===== config.mk =====
export PLATFORM = sky130hd
export DESIGN_NAME = ptr_device_flat
export DESIGN_NICKNAME = d
export VERILOG_FILES = /design/src/core/ptr_pkg.sv /design/src/core/ptr_link_if.sv /design/src/core/ptr_device.sv /design/src/flat_wrapper.sv
export VERILOG_INCLUDE_DIRS = /design/src /design/src/core
export SDC_FILE = /design/constraint.sdc
export NUM_CORES = 1
export LEC_CHECK = 0
export BUFFER_PORTS_ARGS = -buffer_cell sky130_fd_sc_hd__buf_2
export CORE_MARGIN = 3
export CORE_UTILIZATION = 30
export CTS_BUF_LIST = sky130_fd_sc_hd__clkbuf_8
export CTS_CLUSTER_DIAMETER = 150
export CTS_CLUSTER_SIZE = 8
export DETAILED_ROUTE_END_ITERATION = 12
export SETUP_SLACK_MARGIN = 0.02
export SYNTH_ARGS = -nofsm -noshare
export SYNTH_HDL_FRONTEND = slang
export SYNTH_SLANG_ARGS = --single-unit

===== constraint.sdc =====
create_clock -name clk_i -period 7.1 [get_ports clk_i]
set_input_delay 0.355 -clock clk_i [delete_from_list [all_inputs] [get_ports clk_i]]
set_output_delay 0.355 -clock clk_i [all_outputs]
set_load 0.1 [all_outputs]

===== src/core/ptr_params.svh =====
// constants for the telemetry readback link: command codes, fields, timing
// assumes a 40 MHz core clock shared by both ends
`ifndef PTR_PARAMS_SVH
`define PTR_PARAMS_SVH

`define PTR_CMD_PAGE        8'h00
`define PTR_CMD_CLEAR       8'h03
`define PTR_CMD_PHASE       8'h04
`define PTR_CMD_STATUS_WORD 8'h79
`define PTR_CMD_STATUS_CML  8'h7E
`define PTR_CMD_IIN         8'h89
`define PTR_CMD_VOUT        8'h8B
`define PTR_CMD_IOUT        8'h8C
`define PTR_CMD_TEMP        8'h8D
`define PTR_CMD_POUT        8'h96

`define PTR_PAGE_A          8'h00
`define PTR_PAGE_B          8'h01
`define PTR_PAGE_ALL        8'hFF
`define PTR_PHASE_ALL       8'hFF
`define PTR_PHASE_SUM       8'h80
`define PTR_PAGE_RESET      8'h00
`define PTR_PHASE_RESET     8'h00

`define PTR_EXP_MSB         15
`define PTR_EXP_LSB         11
`define PTR_MAN_MSB         10
`define PTR_MAN_LSB         0
`define PTR_VID_MSB         7
`define PTR_CML_BIT_WORD    1
`define PTR_CML_BIT_DATA    6
`define PTR_CML_BIT_CMD     7

`define PTR_PHASES          3
`define PTR_CLK_MHZ         40
`define PTR_IIN_REFRESH_US  100
`define PTR_SLOW_REFRESH_US 1200
`define PTR_IIN_CYCLES      (`PTR_IIN_REFRESH_US * `PTR_CLK_MHZ)
`define PTR_SLOW_CYCLES     (`PTR_SLOW_REFRESH_US * `PTR_CLK_MHZ)

`endif


===== src/core/ptr_pkg.sv =====
// types shared by the telemetry device end and the host end
// assumes ptr_params.svh is on the include path
`include "ptr_params.svh"
package ptr_pkg;
  typedef logic [15:0] ptr_word_t;

  typedef struct packed {
    logic [7:0]                     page;
    logic [7:0]                     phase;
    logic [15:0]                    iin_tmr;
    logic [15:0]                    slow_tmr;
    ptr_word_t                      iin;
    logic [7:0]                     vout_a;
    logic [7:0]                     vout_b;
    logic [`PTR_PHASES-1:0][15:0]   iout_a_ph;
    ptr_word_t                      iout_a_sum;
    ptr_word_t                      iout_b;
    ptr_word_t                      temp_a;
    ptr_word_t                      temp_b;
    ptr_word_t                      pout_a;
    ptr_word_t                      pout_b;
    logic [7:0]                     cml;
    logic                           rsp_valid;
    logic                           rsp_err;
    ptr_word_t                      rsp_data;
  } ptr_dev_state_t;

  typedef enum logic [1:0] {
    PTR_H_IDLE = 2'b00,
    PTR_H_REQ  = 2'b01,
    PTR_H_WAIT = 2'b10
  } ptr_host_fsm_t;

  typedef struct packed {
    ptr_host_fsm_t fsm;
    logic          write;
    logic [7:0]    code;
    ptr_word_t     wdata;
    ptr_word_t     rdata;
    logic          err;
    logic          done;
  } ptr_host_state_t;
endpackage


===== src/core/ptr_link_if.sv =====
// command link between the telemetry host end and the device end
// assumes both ends run on the same clock and reset
`timescale 1ns/100ps
interface ptr_link_if
(
  input wire logic clk_i,
  input wire logic reset_n_i
);
  logic        cmd_valid;
  logic        cmd_ready;
  logic        cmd_write;
  logic [7:0]  cmd_code;
  logic [15:0] cmd_wdata;
  logic        rsp_valid;
  logic        rsp_err;
  logic [15:0] rsp_data;
  logic        alert_n;

  modport device
  (
    input  cmd_valid, cmd_write, cmd_code, cmd_wdata,
    output cmd_ready, rsp_valid, rsp_err, rsp_data, alert_n
  );
  modport host
  (
    output cmd_valid, cmd_write, cmd_code, cmd_wdata,
    input  cmd_ready, rsp_valid, rsp_err, rsp_data, alert_n
  );
endinterface // ptr_link_if


===== src/core/ptr_device.sv =====
// telemetry readback device end: refresh snapshots, paging, phases, fault flag
// assumes telemetry samples come from logic on clk_i, the link from the host end
`timescale 1ns/100ps
`include "ptr_params.svh"
module ptr_device
#(
  parameter int SLOW_CYCLES = `PTR_SLOW_CYCLES
)
(
  input  wire logic                           clk_i,
  input  wire logic                           reset_n_i,
  ptr_link_if.device                          link,
  input  wire logic [15:0]                    iin_sample_i,
  input  wire logic [7:0]                     vout_code_a_i,
  input  wire logic [7:0]                     vout_code_b_i,
  input  wire logic [`PTR_PHASES-1:0][15:0]   iout_a_phase_i,
  input  wire logic [15:0]                    iout_a_sum_i,
  input  wire logic [15:0]                    iout_b_i,
  input  wire logic [15:0]                    temp_hot_a_i,
  input  wire logic [15:0]                    temp_hot_b_i,
  input  wire logic [15:0]                    pout_a_i,
  input  wire logic [15:0]                    pout_b_i,
  output logic                                iin_tick_o,
  output logic                                slow_tick_o,
  output logic                                host_alert_output_o
);
  localparam logic [15:0] IIN_RELOAD  = 16'(`PTR_IIN_CYCLES - 1);
  localparam logic [15:0] SLOW_RELOAD = 16'(SLOW_CYCLES - 1);

  ptr_pkg::ptr_dev_state_t s_reg;
  ptr_pkg::ptr_dev_state_t s_next;

  logic       iin_tick;
  logic       slow_tick;
  logic       page_a;
  logic       page_b;
  logic [7:0] code;
  logic       known;
  logic       ro_cmd;

  assign iin_tick  = (s_reg.iin_tmr == 16'h0000);
  assign slow_tick = (s_reg.slow_tmr == 16'h0000);
  assign page_a = (s_reg.page == `PTR_PAGE_A);
  assign page_b = (s_reg.page == `PTR_PAGE_B);
  assign code   = link.cmd_code;

  always_comb
  begin
    ro_cmd = 1'b0;
    known  = 1'b1;
    unique case (code)
      `PTR_CMD_IIN, `PTR_CMD_VOUT, `PTR_CMD_IOUT, `PTR_CMD_TEMP, `PTR_CMD_POUT,
      `PTR_CMD_STATUS_WORD, `PTR_CMD_STATUS_CML:
        ro_cmd = 1'b1;
      `PTR_CMD_PAGE, `PTR_CMD_PHASE, `PTR_CMD_CLEAR:
        ro_cmd = 1'b0;
      default:
        known = 1'b0;
    endcase
  end

  function automatic ptr_pkg::ptr_word_t read_value(input ptr_pkg::ptr_dev_state_t st,
                                                    input logic [7:0] c,
                                                    input logic pa,
                                                    input logic pb);
    ptr_pkg::ptr_word_t v;
    v = 16'h0000;
    unique case (c)
      `PTR_CMD_PAGE:
        v = {8'h00, st.page};
      `PTR_CMD_PHASE:
        v = {8'h00, st.phase};
      `PTR_CMD_IIN:
        v = st.iin;
      `PTR_CMD_VOUT:
        v = {8'h00, (pb ? st.vout_b : st.vout_a)};
      `PTR_CMD_IOUT:
      begin
        if (pb)
          v = st.iout_b;
        else if (st.phase == `PTR_PHASE_SUM || st.phase == `PTR_PHASE_ALL)
          v = st.iout_a_sum;
        else if (st.phase < 8'(`PTR_PHASES))
          v = st.iout_a_ph[st.phase[1:0]];
        else
          v = 16'h0000;
      end
      `PTR_CMD_TEMP:
        v = pb ? st.temp_b : st.temp_a;
      `PTR_CMD_POUT:
        v = pb ? st.pout_b : st.pout_a;
      `PTR_CMD_STATUS_WORD:
        v = {14'h0000, (st.cml != 8'h00), 1'b0};
      `PTR_CMD_STATUS_CML:
        v = {8'h00, st.cml};
      default:
        v = 16'h0000;
    endcase
    if (!pa && !pb && st.page != `PTR_PAGE_ALL)
      v = (c == `PTR_CMD_PAGE || c == `PTR_CMD_IIN || c == `PTR_CMD_STATUS_WORD
           || c == `PTR_CMD_STATUS_CML || c == `PTR_CMD_PHASE) ? v : 16'h0000;
    return v;
  endfunction

  always_comb
  begin
    s_next           = s_reg;
    s_next.rsp_valid = 1'b0;
    s_next.rsp_err   = 1'b0;
    if (iin_tick)
    begin
      s_next.iin_tmr = IIN_RELOAD;
      s_next.iin     = iin_sample_i;
    end
    else
      s_next.iin_tmr = s_reg.iin_tmr - 16'h0001;
    if (slow_tick)
    begin
      s_next.slow_tmr   = SLOW_RELOAD;
      s_next.vout_a     = vout_code_a_i;
      s_next.vout_b     = vout_code_b_i;
      s_next.iout_a_ph  = iout_a_phase_i;
      s_next.iout_a_sum = iout_a_sum_i;
      s_next.iout_b     = iout_b_i;
      s_next.temp_a     = temp_hot_a_i;
      s_next.temp_b     = temp_hot_b_i;
      s_next.pout_a     = pout_a_i;
      s_next.pout_b     = pout_b_i;
    end
    else
      s_next.slow_tmr = s_reg.slow_tmr - 16'h0001;
    if (link.cmd_valid)
    begin
      s_next.rsp_valid = 1'b1;
      s_next.rsp_data  = 16'h0000;
      if (!known)
      begin
        s_next.rsp_err                    = 1'b1;
        s_next.cml[`PTR_CML_BIT_CMD]      = 1'b1;
      end
      else if (link.cmd_write)
      begin
        if (ro_cmd)
        begin
          s_next.rsp_err               = 1'b1;
          s_next.cml[`PTR_CML_BIT_DATA] = 1'b1;
        end
        else if (code == `PTR_CMD_PAGE)
          s_next.page = link.cmd_wdata[7:0];
        else if (code == `PTR_CMD_PHASE)
          s_next.phase = link.cmd_wdata[7:0];
        else
          s_next.cml = 8'h00;
      end
      else
        s_next.rsp_data = read_value(s_reg, code, page_a, page_b);
    end
  end

  always_ff @(posedge clk_i or negedge reset_n_i)
  begin
    if (!reset_n_i)
    begin
      s_reg          <= '0;
      s_reg.page     <= `PTR_PAGE_RESET;
      s_reg.phase    <= `PTR_PHASE_RESET;
    end
    else
      s_reg <= s_next;
  end

  assign link.cmd_ready      = 1'b1;
  assign link.rsp_valid      = s_reg.rsp_valid;
  assign link.rsp_err        = s_reg.rsp_err;
  assign link.rsp_data       = s_reg.rsp_data;
  assign link.alert_n        = (s_reg.cml == 8'h00);
  assign host_alert_output_o = (s_reg.cml != 8'h00);
  assign iin_tick_o          = iin_tick;
  assign slow_tick_o         = slow_tick;
endmodule // ptr_device


===== src/flat_wrapper.sv =====
// flat-port wrapper written by rule: the top's interface ports become plain ports
module ptr_device_flat 
#(
  parameter int SLOW_CYCLES = `PTR_SLOW_CYCLES
)
  (clk_i, reset_n_i, iin_sample_i, vout_code_a_i, vout_code_b_i, iout_a_phase_i, iout_a_sum_i, iout_b_i, temp_hot_a_i, temp_hot_b_i, pout_a_i, pout_b_i, iin_tick_o, slow_tick_o, host_alert_output_o, link_cmd_valid, link_cmd_write, link_cmd_code, link_cmd_wdata, link_cmd_ready, link_rsp_valid, link_rsp_err, link_rsp_data, link_alert_n);
  ptr_link_if link_i (.clk_i(clk_i), .reset_n_i(reset_n_i));
  input  wire logic clk_i;
  input  wire logic reset_n_i;
  input  wire logic [15:0] iin_sample_i;
  input  wire logic [7:0] vout_code_a_i;
  input  wire logic [7:0] vout_code_b_i;
  input  wire logic [`PTR_PHASES-1:0][15:0] iout_a_phase_i;
  input  wire logic [15:0] iout_a_sum_i;
  input  wire logic [15:0] iout_b_i;
  input  wire logic [15:0] temp_hot_a_i;
  input  wire logic [15:0] temp_hot_b_i;
  input  wire logic [15:0] pout_a_i;
  input  wire logic [15:0] pout_b_i;
  output logic iin_tick_o;
  output logic slow_tick_o;
  output logic host_alert_output_o;
  input wire logic [$bits(link_i.cmd_valid)-1:0] link_cmd_valid;
  input wire logic [$bits(link_i.cmd_write)-1:0] link_cmd_write;
  input wire logic [$bits(link_i.cmd_code)-1:0] link_cmd_code;
  input wire logic [$bits(link_i.cmd_wdata)-1:0] link_cmd_wdata;
  output wire logic [$bits(link_i.cmd_ready)-1:0] link_cmd_ready;
  output wire logic [$bits(link_i.rsp_valid)-1:0] link_rsp_valid;
  output wire logic [$bits(link_i.rsp_err)-1:0] link_rsp_err;
  output wire logic [$bits(link_i.rsp_data)-1:0] link_rsp_data;
  output wire logic [$bits(link_i.alert_n)-1:0] link_alert_n;
  assign link_i.cmd_valid = link_cmd_valid;
  assign link_i.cmd_write = link_cmd_write;
  assign link_i.cmd_code = link_cmd_code;
  assign link_i.cmd_wdata = link_cmd_wdata;
  assign link_cmd_ready = link_i.cmd_ready;
  assign link_rsp_valid = link_i.rsp_valid;
  assign link_rsp_err = link_i.rsp_err;
  assign link_rsp_data = link_i.rsp_data;
  assign link_alert_n = link_i.alert_n;
  ptr_device #(.SLOW_CYCLES(SLOW_CYCLES)) u_core (.clk_i(clk_i), .reset_n_i(reset_n_i), .link(link_i), .iin_sample_i(iin_sample_i), .vout_code_a_i(vout_code_a_i), .vout_code_b_i(vout_code_b_i), .iout_a_phase_i(iout_a_phase_i), .iout_a_sum_i(iout_a_sum_i), .iout_b_i(iout_b_i), .temp_hot_a_i(temp_hot_a_i), .temp_hot_b_i(temp_hot_b_i), .pout_a_i(pout_a_i), .pout_b_i(pout_b_i), .iin_tick_o(iin_tick_o), .slow_tick_o(slow_tick_o), .host_alert_output_o(host_alert_output_o));
endmodule

==> impl_results.md <==
* RSZ-0062 raised after global routing: no
* Fillers at 3,685
* Vias post-DR at 9,972
* Post-DRT Antenna Nets at 0
* CP Capture Point: slow_tick_o
* Peak Freq at 223 MHz
* Post-Place Cells at 1,915
* CTS root buffer: clkbuf_8
* R2R Path End: u_core.s_reg[176]
* Final setup vio count at 0
* Starting Density at 0.307
* Die footprint at 40,300 sq um
* Post-synth EDFFs at 0
* Cells taking the most area after synthesis: dfrtp_1 54%, nand2_1 19%, mux2i_1 3.6%
* Launch point of the worst path: u_core.s_reg[202]
* HPWL after DPL at 23,600 um
* Core footprint at 37,000 sq um
* Crit path kind: reg2out
* Pin count of the biggest net entering global routing at 151
* Routability Congestion at 0.814
* Final non-filler cell area at 14,900 sq um
* Worst-path clk slew at 0.06 ns
* Sequential fraction of the synthesis area at 0.536
* Setup TNS at 0 ns
* Syn. warnings at 0
* Io pins at 227
* Switching Share at 0.261
* Slew Limit Fails at 0
* First-pass GRT wire length at 59,000 um
* Worst-Skew Late Latency at 0.57 ns
* Int Power at 2.09 mW
* Flop2flop setup slack at 2.65 ns
* Design Power at 2.83 mW
* Die X at 201 um
* CTS Buf Count at 36
* Max Fanout on Critical Path at 99
* Hold Fails Final Rpt at 0
* Hold crit path type: in2reg
* Psw at 739 uW
* Max Clock Skew at 0.0274 ns
* Slew @ Worst Pin at 1.19 ns
* Pwr Density at 190 nW/um^2
* Clock power frac at 0.369
* Synth top area share at 0.536
* Post-Syn Nets at 1,474
* Worst R2R Path Depth at 10
* H-tree levels at 2
* All-Layer GR Usage at 0.185
* Slew headroom at 0.199
* Max-Cap Viols at 0
* Final min period at 4.49 ns
* Clock buffer depth at 3
* Vias in the first global route at 10,400
* CTS tree: done
* Via density at 4.71
* Max reg flops at 226
* Synth area leader: dfrtp_1
* Post-synthesis register bit count at 244
* Initial antenna violation count at 0
* Sequential share of power at 0.523
* Setup WS post-layout at 2.61 ns
* Logic pwr share at 0.108
* Critical path data arrival time at 4.13 ns
* DRT iter0 DRCs at 566
* # rows at 70
* Drc violations at 0
* Tcrit/Tclk final at 0.632
* Most frequent cells in the layout: 564 x nand2_1, 244 x dfrtp_1, 216 x buf_2, 162 x dlygate4sd3_1, 44 x nor2_1
* Routed wire length at 37,200 um
* Predominant post-synthesis flop cell: dfrtp_1
* Die Y at 201 um
* Worst vdd ir at 132 uV
* RR Startpoint: u_core.s_reg[202]
* Post-DR wirelength/cell at 17.6 um
* Area after DPL at 12,800 sq um
* Library cells used by synthesis at 57
* Total grt overflow at 0
* Resized Gates After CTS at 0
* Asr flop ratio synth at 1.00
* Leak Pwr at 7.12 nW
* Syn Inst Count at 1,268
* Layout cells sized above 1 at 0.197
* ANT cells at 0
* Syn_area_per_cell at 8.98 sq um
* Most common cell after layout, fill and taps aside: nand2_1
* Status: finished, final reports clean
* Synthesized area at 11,400 sq um
* Pre-antenna DRT Iters at 5
* Syn-to-layout area delta at 31.1%
* Final cell count without fillers at 2,117
* CP required at 6.74 ns
* CTS Sinks at 244
* CP Capture Type: output port
* Layout net count at 1,817
* Dpl ws at 2.56 ns
* IO Port Bufs at 217
* CP Launch Type: flip-flop
## worst min-delay path by stage
stage                        from                       to  slack (ns)  cells after the start
2_1_floorplan           reset_n_i  u_core.link.rsp_data[0]        0.06                      0
3_3_place_gp    u_core.s_reg[218]        u_core.s_reg[218]        0.43                      1
3_5_place_dp    u_core.s_reg[218]        u_core.s_reg[218]        0.44                      1
4_1_cts           iout_a_sum_i[8]        u_core.s_reg[114]       0.002                      3
5_1_grt           iout_a_sum_i[8]        u_core.s_reg[114]        0.01                      3
6_report       iout_a_phase_i[29]        u_core.s_reg[151]        0.02                      3
## power groups by stage
stage | logic [mW] | clock network (mW) | registers [mW]
after floorplan | 0.105 | 0 | 1.50
after global placement | 0.236 | 0 | 1.50
after detailed placement | 0.237 | 0 | 1.50
after CTS | 0.307 | 1.09 | 1.48
after global routing | 0.342 | 1.14 | 1.49
final | 0.306 | 1.05 | 1.48
## Yosys cell counts (all sizes together) (2+ instances only)
master	count
o221ai	5
a211o	2
nand3	6
nand2	564
nor2b	5
a221o	6
xnor2	9
a221oi	2
inv	23
nor2	44
a21oi	36
mux2	34
nand2b	5
xor2	12
nand4	6
o22ai	20
o211ai	11
o2bb2ai	11
a22oi	2
a2111oi	9
or4	6
nor3	13
dfrtp	244
o21ai	10
or2	4
clkbuf	28
or4b	2
a211oi	14
or3	6
nor4	13
ha	2
buf	58
mux2i	41
## area by class of cell
| class | instances | area [sq um] | share of cell area |
|---|---|---|---|
| Clock buffer | 36 | 495 | 0.0332 |
| Timing Repair Buffer | 391 | 2820 | 0.189 |
| Tap cell | 504 | 631 | 0.0422 |
| Sequential cell | 244 | 6110 | 0.409 |
| Clock inverter | 4 | 57.6 | 0.00386 |
| Multi-Input combinational cell | 915 | 4730 | 0.317 |
| Inverter | 23 | 88.8 | 0.00595 |
## stage by stage
step	utilization	hold slack [ns]
floorplan	-	0.0594
global placement	0.344	0.434
detailed placement	0.344	0.444
CTS	0.403	0.00200
global route	0.403	0.0130
finish	0.403	0.0235
## layer usage
| metal | wire [um] | part of all wire | up-vias | GRT usage |
|---|---|---|---|---|
| met3 | 2100 | 0.057 | 61 | 0.0345 |
| met5 | 0 | 0 | - | 0 |
| met2 | 16800 | 0.45 | 325 | 0.292 |
| met1 | 17400 | 0.47 | 4763 | 0.260 |
| met4 | 910 | 0.024 | 0 | 0.0517 |
| li1 | - | - | 4823 | - |
## logic make-up after synthesis
kind of cell | after synthesis | share of synthesized area
simple gates | 683 | 0.244
other cells | 1 | 0.000329
flops | 244 | 0.536
compound gates | 133 | 0.0806
mux | 75 | 0.0697
xor+xnor | 21 | 0.0162
fa+ha+maj | 2 | 0.00220
buf+inv | 109 | 0.0512
## worst max-delay path: stages, from the launching register on
cell and delay (ns):
dfrtp_1 0.39, inv_1 0.06, ha_1 0.17, nand2b_1 0.09, nand2b_1 0.23, or4_4 0.53, or4_4 0.89, inv_4 0.61
buf_2 0.53
## what timing repair did
item / in CTS / in global routing
buffers inserted: 0 / 0
hold buffers: 162 / 0
hold endpoints to repair: 255 / 0
No activity file was read; power rests on OpenSTA's default activity.
